===== src/hdl/ssp_regs.svh =====
/*
 * Register offsets, field positions, reset values and timing counts of the
 * synchronous serial shift port. Assumes a 32-bit AXI4-Lite register bus.
 */
`ifndef SSP_REGS_SVH
`define SSP_REGS_SVH

// Printed offsets are not multiples of four: they are register indices
`define SSP_IDX_DATA_LOW 12'h0A0
`define SSP_IDX_DATA_HIGH 12'h0A1
`define SSP_IDX_CTRL_A 12'h0A2
`define SSP_IDX_CTRL_B 12'h0A3
`define SSP_IDX_IRQ_STATUS 12'h0A4
`define SSP_IDX_IRQ_MASK 12'h0A5

// Field positions
`define SSP_CTRLA_ORDER_BIT 2
`define SSP_CTRLB_GO_BIT 0
`define SSP_IRQ_DONE_BIT 0

// Reset values
`define SSP_NIBBLE_RST 4'h0

// Timing
`define SSP_BITS_PER_XFER 4'h8
`define SSP_CLK_PERIOD_NS 10

`endif


===== src/hdl/ssp_pkg.sv =====
/*
 * Types of the synchronous serial shift port.
 * Assumes ssp_regs.svh carries all numeric constants.
 */
package ssp_pkg;

    typedef enum logic [1:0] {
        SSP_CLK_SYS  = 2'b00,
        SSP_CLK_HALF = 2'b01,
        SSP_CLK_TMR  = 2'b10,
        SSP_CLK_EXT  = 2'b11
    } ssp_clksel_e;

    typedef enum logic [1:0] {
        SSP_ST_IDLE = 2'b00,
        SSP_ST_HIGH = 2'b01,
        SSP_ST_LOW  = 2'b10
    } ssp_state_e;

    // Serial pins as seen by the port
    typedef struct packed {
        logic sclk_o;
        logic sclk_oe;
        logic serial_out_pin;
    } ssp_pins_s;

    typedef struct packed {
        ssp_state_e  st;
        logic [7:0]  shreg;
        logic [3:0]  cnt;
        logic        lsb_first;
        ssp_clksel_e clksel;
        logic        go;
        logic        half_tog;
        ssp_pins_s   pins;
        logic [2:0]  sclk_sync;
        logic [1:0]  sin_sync;
        logic [1:0]  samp_pipe;
        logic        irq_stat;
        logic        irq_mask;
        logic        done_pulse;
        logic        aw_full;
        logic [31:0] aw_addr;
        logic        w_full;
        logic [31:0] w_data;
        logic        bvalid;
        logic [1:0]  bresp;
        logic        rvalid;
        logic [31:0] rdata;
        logic [1:0]  rresp;
    } ssp_state_s;

endpackage


===== src/hdl/ssp_shift_port.sv =====
/*
 * Synchronous serial shift port: one 8-bit shift register sending and
 * receiving at once, with AXI4-Lite registers and a level interrupt.
 * Assumes sclk and sin pins are asynchronous to clk_i, the timer overflow
 * is a one-cycle pulse on clk_i, and the pad resolves the sclk enables.
 */
// The AXI4-Lite slave port was decided locally.
// Behaviour
// - one 8-bit shift register sends and receives a byte per transfer
// - data reachable as low nibble bits 3..0 and high nibble bits 7..4
// - reset clears both data nibbles and both control registers
// - control A bit 2: zero gives MSB first, one gives LSB first
// - two-bit clock select: system, half, timer overflow, or external
// - in master mode the shift clock is driven on the clock pin
// - in slave mode only eight clocks per transfer count, later ones ignored
// - writing one to the go bit starts; hardware clears it after eight bits
// - serial output changes on each falling shift-clock edge
// - serial input sampled on each rising shift-clock edge
// - completion of a transfer raises the shift-done interrupt
// - clock pin idles high; data pin low after reset, holds last bit after
// - writing data during a transfer corrupts it; software restarts
// - no shifting without the go bit, even in slave mode
// - completion can be polled from the irq flag or the go bit
`timescale 1ns/1ps
`include "ssp_regs.svh"

module ssp_shift_port #(
    parameter int ADDR_W = 12
) (
    // Clock and reset
    input wire logic clk_i,
    input wire logic sys_rst_i,
    // AXI4-Lite slave
    input wire logic [ADDR_W-1:0] s_axi_awaddr_i,
    input wire logic s_axi_awvalid_i,
    output logic s_axi_awready_o,
    input wire logic [31:0] s_axi_wdata_i,
    input wire logic [3:0] s_axi_wstrb_i,
    input wire logic s_axi_wvalid_i,
    output logic s_axi_wready_o,
    output logic [1:0] s_axi_bresp_o,
    output logic s_axi_bvalid_o,
    input wire logic s_axi_bready_i,
    input wire logic [ADDR_W-1:0] s_axi_araddr_i,
    input wire logic s_axi_arvalid_i,
    output logic s_axi_arready_o,
    output logic [31:0] s_axi_rdata_o,
    output logic [1:0] s_axi_rresp_o,
    output logic s_axi_rvalid_o,
    input wire logic s_axi_rready_i,
    // Timer overflow pulse
    input wire logic tmr_ovf_i,
    // Serial pins
    input wire logic serial_in_pin_i,
    output logic serial_out_pin_o,
    input wire logic sclk_pin_i,
    output logic sclk_pin_o,
    output logic sclk_pin_oe_o,
    // Interrupt
    output logic shift_done_irq_o,
    output logic irq_o
);

    // Register byte addresses reach 12'h294, so ten address bits are the least
    if (ADDR_W < 10 || ADDR_W > 32) begin : g_bad_addr_w
        $error("ADDR_W must hold the register byte addresses");
    end

    ssp_pkg::ssp_state_s q, d;

    // Byte address to register index; unaligned or out of range gives 12'hFFF
    function automatic logic [11:0] reg_index(input logic [ADDR_W-1:0] a);
        logic [31:0] wide;
        wide = 32'(a);
        if (wide[1:0] != 2'h0 || wide[31:14] != 18'h0) begin
            return 12'hFFF;
        end
        return wide[13:2];
    endfunction

    // Bit position of the n-th bit sent in the selected order
    function automatic logic [2:0] bit_pos(input logic lsb, input logic [3:0] n);
        return lsb ? n[2:0] : 3'(7 - n[2:0]);
    endfunction

    logic master;
    logic tick;
    logic ext_rise;
    logic ext_fall;
    logic do_write;
    logic do_read;
    logic [11:0] widx;
    logic [11:0] ridx;
    logic sin_s;
    logic go_set;

    assign master = q.clksel != ssp_pkg::SSP_CLK_EXT;
    assign ext_rise = q.sclk_sync[1] & ~q.sclk_sync[2];
    assign ext_fall = ~q.sclk_sync[1] & q.sclk_sync[2];
    assign sin_s = q.sin_sync[1];
    assign do_write = q.aw_full && q.w_full && !q.bvalid;
    assign do_read = s_axi_arvalid_i && !q.rvalid;
    assign widx = reg_index(q.aw_addr[ADDR_W-1:0]);
    assign ridx = reg_index(s_axi_araddr_i);
    assign go_set = do_write && widx == `SSP_IDX_CTRL_B && q.w_data[`SSP_CTRLB_GO_BIT];

    // Master half-period ticks from the selected source
    always_comb begin
        case (q.clksel)
            ssp_pkg::SSP_CLK_SYS: tick = 1'b1;
            ssp_pkg::SSP_CLK_HALF: tick = q.half_tog;
            ssp_pkg::SSP_CLK_TMR: tick = tmr_ovf_i;
            default: tick = 1'b0;
        endcase
    end

    // ==========================================================
    // Next state
    always_comb begin
        d = q;
        d.done_pulse = 1'b0;
        d.half_tog = ~q.half_tog;
        d.sclk_sync = {q.sclk_sync[1:0], sclk_pin_i};
        d.sin_sync = {q.sin_sync[0], serial_in_pin_i};
        d.samp_pipe = {q.samp_pipe[0], 1'b0};

        // Master samples two cycles after its rising edge: the input synchroniser
        // delays the pin by that much, so this captures the level at the edge
        if (q.samp_pipe[1]) begin
            d.shreg[bit_pos(q.lsb_first, q.cnt - 4'h1)] = sin_s;
        end

        // Shift engine
        case (q.st)
            ssp_pkg::SSP_ST_IDLE: begin
                d.pins.sclk_o = 1'b1;
                if (q.go) begin
                    d.cnt = 4'h0;
                    d.st = ssp_pkg::SSP_ST_LOW;
                    if (master) begin
                        d.pins.sclk_o = 1'b0;
                        d.pins.serial_out_pin = q.shreg[bit_pos(q.lsb_first, 4'h0)];
                        d.st = ssp_pkg::SSP_ST_HIGH;
                    end
                end
            end
            ssp_pkg::SSP_ST_HIGH: begin
                // Master: clock is low, next tick raises it; the sample lands later
                if (tick) begin
                    d.pins.sclk_o = 1'b1;
                    d.samp_pipe[0] = 1'b1;
                    d.cnt = q.cnt + 4'h1;
                    d.st = ssp_pkg::SSP_ST_LOW;
                end
            end
            ssp_pkg::SSP_ST_LOW: begin
                if (q.cnt == `SSP_BITS_PER_XFER) begin
                    // Eighth clock done; later slave edges are ignored
                    // Master waits until its last late sample has landed
                    if (!q.samp_pipe[0]) begin
                        d.go = 1'b0;
                        d.done_pulse = 1'b1;
                        d.irq_stat = 1'b1;
                        d.st = ssp_pkg::SSP_ST_IDLE;
                    end
                end else if (master && tick) begin
                    d.pins.sclk_o = 1'b0;
                    d.pins.serial_out_pin = q.shreg[bit_pos(q.lsb_first, q.cnt)];
                    d.st = ssp_pkg::SSP_ST_HIGH;
                end else if (!master && ext_fall) begin
                    d.pins.serial_out_pin = q.shreg[bit_pos(q.lsb_first, q.cnt)];
                end else if (!master && ext_rise) begin
                    d.shreg[bit_pos(q.lsb_first, q.cnt)] = sin_s;
                    d.cnt = q.cnt + 4'h1;
                end
            end
            default: d.st = ssp_pkg::SSP_ST_IDLE;
        endcase
        d.pins.sclk_oe = master;

        // Write channel
        if (s_axi_awvalid_i && !q.aw_full) begin
            d.aw_full = 1'b1;
            d.aw_addr = 32'(s_axi_awaddr_i);
        end
        if (s_axi_wvalid_i && !q.w_full) begin
            d.w_full = 1'b1;
            d.w_data = s_axi_wdata_i;
        end
        if (do_write) begin
            d.aw_full = 1'b0;
            d.w_full = 1'b0;
            d.bvalid = 1'b1;
            d.bresp = 2'h0;
            if (s_axi_wstrb_i[0] || 1'b1) begin
                case (widx)
                    // Writing mid-transfer overwrites the live shifter
                    `SSP_IDX_DATA_LOW: d.shreg[3:0] = q.w_data[3:0];
                    `SSP_IDX_DATA_HIGH: d.shreg[7:4] = q.w_data[3:0];
                    `SSP_IDX_CTRL_A: begin
                        d.lsb_first = q.w_data[`SSP_CTRLA_ORDER_BIT];
                        d.clksel = ssp_pkg::ssp_clksel_e'(q.w_data[1:0]);
                    end
                    // Go only sets; zero writes leave a running transfer alone
                    `SSP_IDX_CTRL_B: if (go_set) d.go = 1'b1;
                    `SSP_IDX_IRQ_STATUS: if (q.w_data[`SSP_IRQ_DONE_BIT]) d.irq_stat = 1'b0;
                    `SSP_IDX_IRQ_MASK: d.irq_mask = q.w_data[`SSP_IRQ_DONE_BIT];
                    default: d.bresp = 2'h2;
                endcase
            end
            // Set wins over a simultaneous clear
            if (d.done_pulse) begin
                d.irq_stat = 1'b1;
            end
        end
        if (q.bvalid && s_axi_bready_i) begin
            d.bvalid = 1'b0;
        end

        // Read channel
        if (do_read) begin
            d.rvalid = 1'b1;
            d.rresp = 2'h0;
            d.rdata = 32'h0;
            case (ridx)
                `SSP_IDX_DATA_LOW: d.rdata[3:0] = q.shreg[3:0];
                `SSP_IDX_DATA_HIGH: d.rdata[3:0] = q.shreg[7:4];
                `SSP_IDX_CTRL_A: d.rdata[3:0] = {1'b0, q.lsb_first, q.clksel};
                `SSP_IDX_CTRL_B: d.rdata[3:0] = {3'h0, q.go};
                `SSP_IDX_IRQ_STATUS: d.rdata[3:0] = {3'h0, q.irq_stat};
                `SSP_IDX_IRQ_MASK: d.rdata[3:0] = {3'h0, q.irq_mask};
                default: d.rresp = 2'h2;
            endcase
        end
        if (q.rvalid && s_axi_rready_i) begin
            d.rvalid = 1'b0;
        end
    end

    // ==========================================================
    // State register
    always_ff @(posedge clk_i or posedge sys_rst_i) begin
        if (sys_rst_i) begin
            q <= '0;
            q.pins.sclk_o <= 1'b1;
            q.pins.sclk_oe <= 1'b1;
            q.sclk_sync <= 3'h7;
        end else begin
            q <= d;
        end
    end

    // ==========================================================
    // Outputs
    assign s_axi_awready_o = !q.aw_full;
    assign s_axi_wready_o = !q.w_full;
    assign s_axi_bvalid_o = q.bvalid;
    assign s_axi_bresp_o = q.bresp;
    assign s_axi_arready_o = !q.rvalid;
    assign s_axi_rvalid_o = q.rvalid;
    assign s_axi_rdata_o = q.rdata;
    assign s_axi_rresp_o = q.rresp;
    assign serial_out_pin_o = q.pins.serial_out_pin;
    assign sclk_pin_o = q.pins.sclk_o;
    assign sclk_pin_oe_o = q.pins.sclk_oe;
    assign shift_done_irq_o = q.done_pulse;
    assign irq_o = q.irq_stat & q.irq_mask;
endmodule


===== config.mk =====
export PLATFORM = sky130hd
export DESIGN_NAME = ssp_shift_port
export DESIGN_NICKNAME = d
export VERILOG_FILES = /design/src/hdl/ssp_pkg.sv /design/src/hdl/ssp_shift_port.sv
export VERILOG_INCLUDE_DIRS = /design/src /design/src/hdl
export SDC_FILE = /design/constraint.sdc
export NUM_CORES = 1
export LEC_CHECK = 0
export ABC_CLOCK_PERIOD_IN_PS = 3600
export BUFFER_PORTS_ARGS = -buffer_cell sky130_fd_sc_hd__buf_2
export CAP_MARGIN = 20
export CORE_MARGIN = 8
export CORE_UTILIZATION = 30
export CTS_CLUSTER_DIAMETER = 150
export DETAILED_ROUTE_END_ITERATION = 7
export HOLD_SLACK_MARGIN = 0.03
export PLACE_DENSITY = 0.64
export RECOVER_POWER = 100
export SYNTH_ARGS = -nofsm -noshare
export SYNTH_HDL_FRONTEND = slang
export SYNTH_SLANG_ARGS = --single-unit

===== constraint.sdc =====
create_clock -name clk_i -period 3.6 [get_ports clk_i]
set_input_delay 0.54 -clock clk_i [delete_from_list [all_inputs] [get_ports clk_i]]
set_output_delay 0.54 -clock clk_i [all_outputs]
set_load 0.01 [all_outputs]

==> results.sh, run 1 <==
export IMPL_required_ns=3.80
export IMPL_die_y_um=125
export IMPL_placed_cells=536
export IMPL_timing_fmax_ghz=0.359
export IMPL_clockBufferDepth=2
export IMPL_first_iter_violations=125
export IMPL_clock_sinks=58
export IMPL_setup_viol=0
export IMPL_crit_start="q[123]"
export IMPL_layout_drive_gt1_share_pct=23.7
export IMPL_grt_pass1_wl_um=13200
export IMPL_synth_distinct_cells=56
export IMPL_synth_edff_count=0
export IMPL_fin_area_mm2=0.00402
export IMPL_synth_top_flop_cell="dfrtp_1"
export IMPL_place_port_buffers=53
export IMPL_antenna_found_initial=0
export IMPL_htreeDepth=3
export IMPL_cap_violations=1
export IMPL_violations="max-capacitance violations, max-slew violations"
export IMPL_row_count=39
export IMPL_vias=2705
export IMPL_synthesis_instances=356
export IMPL_dpl_cell_area_mm2=0.00376
export IMPL_finalMaxSlewViolations=31
export IMPL_root_buffer="clkbuf_16"
export IMPL_vdd_drop_max_v=0.000464
export IMPL_power_density_mw_per_mm2=657
export IMPL_drc=0
export IMPL_holdWs_ns=0.321
export IMPL_routedWlPerCell_um=13.9
export IMPL_gp_congestion=0.822
export IMPL_clock_skew_ns=0.00800
export IMPL_min_delay_start="sclk_pin_i"
export IMPL_timing_rr_start="q[123]"
export IMPL_yosysSeqAreaShare_pct=41.2
export IMPL_hp_class="input pin to flop"
export IMPL_ant_nets=0
export IMPL_period_needed_ns=2.79
export IMPL_cts_buffers=9
export IMPL_max_slew_margin_pct=-4.05
export IMPL_grt_max_degree=31
export IMPL_vias_per_cell=4.90
export IMPL_fillers=1163
export IMPL_ios=116
export IMPL_finalSetupTns_ns=0
export IMPL_grtUsageTotal_pct=9.99
export IMPL_final_hold_viol_count=0
export IMPL_final_cells=552
export IMPL_clkTransAtPathRegs_ns=0.05
export IMPL_critPathMaxFanout=16
export IMPL_fp_dieArea_mm2=0.0155
export IMPL_die_w_um=125
export IMPL_critPathArrivalTime_ns=2.99
export IMPL_cp_endpoint="q[128]"
export IMPL_ff2ff_setup_slack_ns=0.81
export IMPL_cts_setup_buffers=0
export IMPL_power_leakage_uw=0.00175
export IMPL_syn_area_mm2=0.00354
export IMPL_ys_ff_latch=58
export IMPL_core_area_mm2=0.0115
export IMPL_endpoint_kind="flop"
export IMPL_worstSetupPathType="flop to flop"
export IMPL_wirelength_um=7680
export IMPL_r2r_end="q[128]"
export IMPL_crit_path_start_kind="flop"
export IMPL_tightestPinTransition_ns=1.56
export IMPL_ys_warn_count=0
export IMPL_rsz0062_at_grt="no"
export IMPL_dpl_hpwl_um=5900
export IMPL_status="finished with violations"
export IMPL_total_power_uw=2640
export IMPL_reg2reg_depth=8
export IMPL_syn_to_final_growth_pct=13.5
export IMPL_cts_tree="yes"
export IMPL_dr_pass1_iters=5
export IMPL_initial_core_util_pct=30.9
export IMPL_cts_resized=0
export IMPL_grt_overflow=0
export IMPL_clk_latency_ns=0.32
export IMPL_period_share_pct=77.5
export IMPL_ys_async_sr_fraction_pct=100
export IMPL_grt_pass1_vias=2788
export IMPL_final_nets=480
export IMPL_num_antenna_cells=0
export IMPL_ctsHoldBuffers=0
export IMPL_avgSynthCellArea_um2=9.94
## area by class of cell
type                       instances  area (um2)  share of cell area, %
multi-input combinational        265        1780                   44.2
tap                              143         179                   4.45
timing repair buffer              56         264                   6.57
clock buffer                      11         233                   5.79
inverter                          14        52.6                   1.31
clock inverter                     5        56.3                   1.40
sequential                        58        1460                   36.3
## kinds of logic (layout without fill, tap and decap cells)
group | after synthesis | count (layout) | share of synthesized area, %
adder cells (fa/ha/maj) | 6 | 6 | 2.12
flip-flops | 58 | 58 | 41.2
buffers and inverters | 62 | 86 | 11.4
AND/OR/NAND/NOR | 107 | 107 | 15.6
multiplexers | 43 | 43 | 15.2
AO/OA/AOI/OAI | 77 | 77 | 13.6
other | 1 | 30 | 0.106
XOR/XNOR | 2 | 2 | 0.919
## sequential cells by signal, summed over array words and instances (netlist names)
signal            cells
d                     4
sclk_pin_oe_o         1
s_axi_rresp_o         1
s_axi_rdata_o         4
s_axi_bresp_o         1
shift_done_irq_o      1
serial_out_pin_o      1
q                    42
s_axi_rvalid_o        1
sclk_pin_o            1
s_axi_bvalid_o        1
## Yosys cell counts, types with 3 or more instances
cell type / number / area (um2)
nor4b_1: 4 / 35.0
mux2_1: 3 / 33.8
clkbuf_1: 4 / 15.0
nor3b_1: 5 / 37.5
nor2_1: 24 / 90.1
buf_2: 3 / 15.0
a22oi_1: 3 / 22.5
ha_1: 6 / 75.1
mux4_2: 5 / 113
nand3_1: 7 / 35.0
nand2_1: 32 / 120
and2_1: 3 / 18.8
nand2b_1: 3 / 18.8
a31oi_1: 5 / 31.3
mux2_2: 28 / 315
dfstp_2: 5 / 131
o21ai_0: 25 / 125
mux2i_1: 6 / 60.1
dfrtp_1: 53 / 1330
a21oi_1: 21 / 105
inv_1: 14 / 52.6
nor2b_1: 5 / 31.3
a32oi_1: 5 / 43.8
buf_4: 37 / 278
nor3_1: 8 / 40.0
o31ai_1: 3 / 22.5
## through the flow
step                      utilization, %  worst slack [ns]
final                               35.0             0.812
after global routing                35.0             0.564
after CTS                           35.4             0.811
after detailed placement            32.8             0.837
after global placement              32.8             0.964
after floorplan                        -              1.18
## layout by cell type, fill, tap and decap left out, types with 2 or more instances in the layout
cell type  synthesis  final
nor3_1             8      8
and4b_1            2      2
dfrtp_1           53     53
mux4_2             5      5
nand4_1            2      2
a31oi_1            5      5
clkinv_2           0      2
clkbuf_16          0      9
mux2i_1            6      6
a32oi_1            5      5
buf_2              3     37
a22oi_1            3      3
nor3b_1            5      5
nand2b_1           3      3
nor2_1            24     24
o21ai_0           25     25
nand3b_1           2      2
a222oi_1           2      2
conb_1             1     30
clkbuf_1           4     19
nor4b_1            4      4
nand3_1            7      8
nor2b_1            5      5
buf_4             37      2
or2_2              2      2
mux2_1             3      3
o31ai_1            3      3
a21oi_1           21     21
and2_0             0      3
inv_1             14     14
a211o_1            2      2
nor4_1             2      2
nand2_1           32     32
mux2_2            28     28
o211ai_1           2      2
dfstp_2            5      4
ha_1               6      6
## critical path, cell delays in order, from the launching register on
cell     delay, ns
dfrtp_1       0.70
inv_1         0.10
ha_1          0.38
and2b_1       0.23
a21oi_1       0.27
a22oi_2       0.12
a22oi_1       0.30
mux2_4        0.32
mux2_2        0.25
## worst min-delay path by stage
stage                     cells past startpoint      to
after global routing                          1  d[112]
after detailed placement                      0  q[110]
after global placement                        0  q[110]
after floorplan                               0  q[110]
after CTS                                     2   q[74]
final                                         1  d[112]
## power breakdown
group | leakage, uW | switching (uW) | internal (uW)
Clock | 0.000139 | 276 | 533
Sequential | 0.000714 | 193 | 839
Combinational | 0.000896 | 414 | 383
Total | 0.00175 | 884 | 1760
## per-layer routing
| metal | vias up | track usage (%) | share of wire (%) |
|---|---|---|---|
| li1 | 1309 | - | - |
| met1 | 1285 | 11.7 | 42 |
| met2 | 101 | 16.3 | 50 |
| met3 | 10 | 3.15 | 7.1 |
| met4 | 0 | 4.61 | 1.2 |
| met5 | - | 0 | 0 |
Note: power is estimated with default switching activity, not from simulation.
==> run 2, diff against run 1 <==
--- a/config.mk
+++ b/config.mk
@@ -6,7 +6,7 @@
 export SDC_FILE = /design/constraint.sdc
 export NUM_CORES = 1
 export LEC_CHECK = 0
-export ABC_CLOCK_PERIOD_IN_PS = 3600
+export ABC_CLOCK_PERIOD_IN_PS = 2800
 export BUFFER_PORTS_ARGS = -buffer_cell sky130_fd_sc_hd__buf_2
 export CAP_MARGIN = 20
 export CORE_MARGIN = 8
==> constraint.sdc (replaced) <==
create_clock -name clk_i -period 2.8 [get_ports clk_i]
set_input_delay 0.42 -clock clk_i [delete_from_list [all_inputs] [get_ports clk_i]]
set_output_delay 0.42 -clock clk_i [all_outputs]
set_load 0.01 [all_outputs]
==> run 2 against run 1 <==
Against the previous run: the run now ends clean; cell count increased by 0.54%; routed wire length up 3.5%; clock skew fell by 0.00070 ns; critical path type unchanged; highest routed layer unchanged.
==> results.sh, run 2 (synthesis results as in run 1) <==
export IMPL_status="complete, no violations"
export IMPL_dpl_hpwl_um=6150
export IMPL_grt_pass1_vias=2854
export IMPL_seq_power_share_pct=38.0
export IMPL_switchingPower_uw=1140
export IMPL_worstSetupPathType="flop to flop"
export IMPL_timing_fmax_ghz=0.437
export IMPL_top_register="q"
export IMPL_clock_skew_ns=0.00729
export IMPL_cts_tree="yes"
export IMPL_setup_viol=0
export IMPL_antenna_found_initial=0
export IMPL_gp_congestion=0.806
export IMPL_crit_cells=8
export IMPL_layout_drive_gt1_share_pct=24.5
export IMPL_largest_reg_flops=42
export IMPL_critPathArrivalTime_ns=2.49
export IMPL_vias_per_cell=4.88
export IMPL_grt_overflow=0
export IMPL_placed_cells=540
export IMPL_die_y_um=125
export IMPL_max_slew_margin_pct=18.3
export IMPL_num_antenna_cells=0
export IMPL_crit_family="compound AO/OA/AOI/OAI gates"
export IMPL_ios=116
export IMPL_clkTransAtPathRegs_ns=0.05
export IMPL_final_cells=555
export IMPL_path_cells="inv_1 -> ha_1 -> and2b_1 -> a21oi_1 -> a22oi_2 -> a22oi_1 -> mux2_4 -> mux2_2"
export IMPL_grt_max_degree=34
export IMPL_row_count=39
export IMPL_switching_share_pct=32.9
export IMPL_final_nets=484
export IMPL_routedWlPerCell_um=14.3
export IMPL_worstHoldPathCells=1
export IMPL_power_leakage_uw=0.00178
export IMPL_core_area_mm2=0.0115
export IMPL_drc=0
export IMPL_cts_buffers=9
export IMPL_crit_slowest_cell="ha_1"
export IMPL_fp_dieArea_mm2=0.0155
export IMPL_final_hold_viol_count=0
export IMPL_period_share_pct=81.7
export IMPL_endpoint_kind="flop"
export IMPL_cts_setup_buffers=0
export IMPL_clk_latency_ns=0.32
export IMPL_layout_common_cells="dfrtp_1, buf_2, nand2_1"
export IMPL_vdd_drop_max_v=0.000584
export IMPL_ant_nets=0
export IMPL_tightestPinTransition_ns=1.22
export IMPL_cpPeakStageDelay_ns=0.36
export IMPL_critPathMaxFanout=5
export IMPL_p_comb_share_pct=30.2
export IMPL_first_iter_violations=133
export IMPL_finalSetupTns_ns=0
export IMPL_hp_class="input pin to flop"
export IMPL_syn_to_final_growth_pct=14.9
export IMPL_place_port_buffers=53
export IMPL_cts_resized=0
export IMPL_clock_sinks=58
export IMPL_crit_path_start_kind="flop"
export IMPL_period_needed_ns=2.29
export IMPL_holdWs_ns=0.201
export IMPL_internal_power_uw=2330
export IMPL_clockPowerShare_pct=31.8
export IMPL_root_buffer="clkbuf_16"
export IMPL_reg2reg_depth=8
export IMPL_power_density_mw_per_mm2=853
export IMPL_cp_buffers_inverters=1
export IMPL_htreeDepth=3
export IMPL_clockBufferDepth=2
export IMPL_rsz0062_at_grt="no"
export IMPL_cap_violations=0
export IMPL_grt_pass1_wl_um=13700
export IMPL_vias=2708
export IMPL_die_w_um=125
export IMPL_finalMaxSlewViolations=0
export IMPL_initial_core_util_pct=30.9
export IMPL_ctsHoldBuffers=0
export IMPL_required_ns=3.00
export IMPL_grtUsageTotal_pct=10.5
export IMPL_final_common_cell="dfrtp_1"
export IMPL_dr_pass1_iters=4
export IMPL_wirelength_um=7950
[run 2: routing by layer]
| layer | vias up | GRT usage [%] | share of wire, % |
|---|---|---|---|
| met5 | - | 0 | 0 |
| met4 | 0 | 4.18 | 1.5 |
| met2 | 83 | 17.5 | 50 |
| met1 | 1303 | 11.8 | 42 |
| li1 | 1312 | - | - |
| met3 | 10 | 3.91 | 6.7 |
[run 2: through the flow]
stage	util, %	setup WS [ns]	total power [uW]	cell area (um2)
floorplan	-	0.384	2120	3650
global route	35.5	0.344	3700	4070
finish	35.5	0.511	3470	4070
global placement	33.1	0.556	2340	3790
CTS	35.8	0.500	3530	4100
detailed placement	33.1	0.513	2400	3790
[run 2: path summary, 6_finish.rpt]
path                            start  endpoint  slack [ns]
hold / removal             sclk_pin_i    d[112]        0.20
max in group asynchronous   sys_rst_i     q[39]        1.04
min in group asynchronous   sys_rst_i    q[125]        0.43
setup reg to reg               q[122]    q[128]        0.51
hold reg to reg                d[110]    q[110]        0.35
setup / recovery               q[122]    q[128]        0.51
[run 2: final cells by class]
class | instances | area (um2)
Timing Repair Buffer | 60 | 285
Inverter | 14 | 52.6
Clock buffer | 13 | 270
Clock inverter | 2 | 35.0
Fill cell | 1151 | 7400
Sequential cell | 58 | 1460
Multi-Input combinational cell | 265 | 1790
Tap cell | 143 | 179
[run 2: power by group through the flow]
stage	logic [uW]	clock network [uW]	registers, uW
after floorplan	869	0	1250
after global placement	1030	0	1310
after detailed placement	1070	0	1330
after CTS	1070	1140	1320
after global routing	1180	1160	1360
final	1050	1100	1320
==> run 3, diff against run 2 <==
--- a/config.mk
+++ b/config.mk
@@ -6,7 +6,7 @@
 export SDC_FILE = /design/constraint.sdc
 export NUM_CORES = 1
 export LEC_CHECK = 0
-export ABC_CLOCK_PERIOD_IN_PS = 2800
+export ABC_CLOCK_PERIOD_IN_PS = 2000
 export BUFFER_PORTS_ARGS = -buffer_cell sky130_fd_sc_hd__buf_2
 export CAP_MARGIN = 20
 export CORE_MARGIN = 8
@@ -14,7 +14,7 @@
 export CTS_CLUSTER_DIAMETER = 150
 export DETAILED_ROUTE_END_ITERATION = 7
 export HOLD_SLACK_MARGIN = 0.03
-export PLACE_DENSITY = 0.64
+export PLACE_DENSITY = 0.66
 export RECOVER_POWER = 100
 export SYNTH_ARGS = -nofsm -noshare
 export SYNTH_HDL_FRONTEND = slang
==> constraint.sdc (replaced) <==
create_clock -name clk_i -period 2 [get_ports clk_i]
set_input_delay 0.3 -clock clk_i [delete_from_list [all_inputs] [get_ports clk_i]]
set_output_delay 0.3 -clock clk_i [all_outputs]
set_load 0.01 [all_outputs]
==> run 3 against run 2 <==
Against the previous run: the flow now finishes with violations (negative setup slack); design area increased by 9.5%; register-to-register slack got worse by 0.58 ns; non-clock buffer count increased by 32; die area unchanged; sequential power increased by 38%; routed wire length increased by 5.6%; clock power increased by 37%; critical path type unchanged; critical endpoint unchanged.
==> results.sh, run 3 (synthesis results as in run 1) <==
export IMPL_rsz0062_at_grt="yes"
export IMPL_period_share_pct=104
export IMPL_layout_drive_gt1_share_pct=33.7
export IMPL_cap_violations=0
export IMPL_period_needed_ns=2.07
export IMPL_top_register="q"
export IMPL_required_ns=2.21
export IMPL_finalMaxSlewViolations=0
export IMPL_multi_input_area_mm2=0.00193
export IMPL_reg2reg_depth=8
export IMPL_clk_latency_ns=0.33
export IMPL_hp_class="input pin to flop"
export IMPL_total_power_uw=5200
export IMPL_critPathArrivalTime_ns=2.28
export IMPL_fp_dieArea_mm2=0.0155
export IMPL_grt_max_degree=59
export IMPL_path_cells="inv_2 -> ha_4 -> and2b_1 -> a21oi_2 -> a22oi_2 -> a22oi_2 -> mux2_4 -> mux2_4"
export IMPL_gp_congestion=0.856
export IMPL_power_leakage_uw=0.00195
export IMPL_fin_area_mm2=0.00446
export IMPL_worstSetupPathType="flop to flop"
export IMPL_violations="negative setup slack"
export IMPL_vias=2840
export IMPL_dpl_cell_area_mm2=0.00407
export IMPL_timing_rr_start="q[122]"
export IMPL_tightestPinTransition_ns=1.42
export IMPL_crit_path_start_kind="flop"
export IMPL_layout_common_cells="dfrtp_1, buf_2, nand2_1"
export IMPL_dpl_hpwl_um=6340
export IMPL_ff2ff_setup_slack_ns=-0.07
export IMPL_grt_pass1_vias=2981
export IMPL_initial_core_util_pct=30.9
export IMPL_power_density_mw_per_mm2=1170
export IMPL_ant_nets=0
export IMPL_grt_overflow=0
export IMPL_cp_endpoint="q[128]"
export IMPL_worst_slack_ns=-0.0705
export IMPL_core_area_mm2=0.0115
export IMPL_syn_to_final_growth_pct=25.9
export IMPL_final_util_pct=38.9
export IMPL_crit_slowest_cell="dfrtp_1"
export IMPL_vias_per_cell=4.83
export IMPL_grt_pass1_wl_um=13900
export IMPL_clock_skew_ns=0.00713
export IMPL_antenna_found_initial=0
export IMPL_grtUsageTotal_pct=10.6
export IMPL_die_y_um=125
export IMPL_routedWlPerCell_um=14.3
export IMPL_num_antenna_cells=0
export IMPL_fillers=1110
export IMPL_root_buffer="clkbuf_16"
export IMPL_cts_buffers=9
export IMPL_ios=116
export IMPL_r2r_end="q[128]"
export IMPL_place_port_buffers=53
export IMPL_final_hold_viol_count=0
export IMPL_crit_start="q[122]"
export IMPL_die_w_um=125
export IMPL_status="finished with violations"
export IMPL_timing_fmax_ghz=0.483
export IMPL_row_count=39
export IMPL_setup_viol=5
export IMPL_drc=0
export IMPL_final_common_cell="dfrtp_1"
export IMPL_clock_sinks=58
export IMPL_endpoint_kind="flop"
export IMPL_htreeDepth=3
export IMPL_largest_reg_flops=42
export IMPL_seq_area_mm2=0.00146
export IMPL_clkTransAtPathRegs_ns=0.05
export IMPL_cpPeakStageDelay_ns=0.35
export IMPL_dr_pass1_iters=4
export IMPL_wirelength_um=8390
export IMPL_first_iter_violations=108
export IMPL_vdd_drop_max_v=0.000640
export IMPL_final_nets=516
export IMPL_max_slew_margin_pct=5.09
export IMPL_cts_tree="yes"
export IMPL_ctsHoldBuffers=0
export IMPL_clockBufferDepth=2
export IMPL_critPathMaxFanout=3
## run 3: per-layer routing
layer  share of wire, %  wire [um]  GRT usage, %  up-vias
li1                   -          -             -     1377
met5                  0          0             0        -
met3                7.0        590          3.36       14
met4                2.2        183          5.46        0
met2                 50       4160          17.9      100
met1                 41       3460          11.8     1349
## run 3: report_power, final
| part | switching, uW | internal, uW | total (uW) |
|---|---|---|---|
| clock network | 548 | 965 | 1510 |
| registers | 313 | 1510 | 1820 |
| logic | 908 | 954 | 1860 |
## run 3: final cells by class
class	count	area share (%)
Sequential cell	58	32.7
Clock buffer	10	5.14
Inverter	14	1.24
Multi-Input combinational cell	265	43.3
Timing Repair Buffer	92	12.0
Tap cell	143	4.02
Clock inverter	6	1.52
## run 3: per-stage QoR
step / setup TNS [ns] / instances / hold WS (ns) / setup WS [ns]
finish: -0.188 / 588 / 0.0706 / -0.0705
global route: -0.919 / 588 / 0.0692 / -0.161
CTS: -0.230 / 584 / 0.0318 / -0.0895
detailed placement: -0.362 / 566 / 0.344 / -0.0825
global placement: -0.130 / 566 / 0.343 / -0.0342
floorplan: -0.505 / 385 / 0.304 / -0.165
## run 3: worst min path at each step
stage               cells after the start        from     end  slack [ns]
finish                                  1  sclk_pin_i  d[112]        0.07
global route                            1  sclk_pin_i  d[112]        0.07
CTS                                     3   sys_rst_i  q[134]        0.03
detailed placement                      0      d[110]  q[110]        0.34
global placement                        0      d[110]  q[110]        0.34
floorplan                               0  sclk_pin_i  d[112]        0.30
## run 3: worst max-delay path: cells and delay by family, from the launching register on
family	cells	cell delay (ns)
AO/OA/AOI/OAI	3	0.47
adder cells (fa/ha/maj)	1	0.27
buffers and inverters	1	0.06
flip-flops	1	0.35
multiplexers	2	0.58
AND/OR/NAND/NOR	1	0.22
## run 3: repair_timing
| action | CTS | global route |
|---|---|---|
| resized for setup | 14 | 14 |
| endpoints found under the hold margin | 0 | 0 |
| pin swaps | 9 | 6 |
| setup buffers | 2 | 4 |
| cloned | 0 | 0 |
| setup endpoints to repair | 7 | 12 |
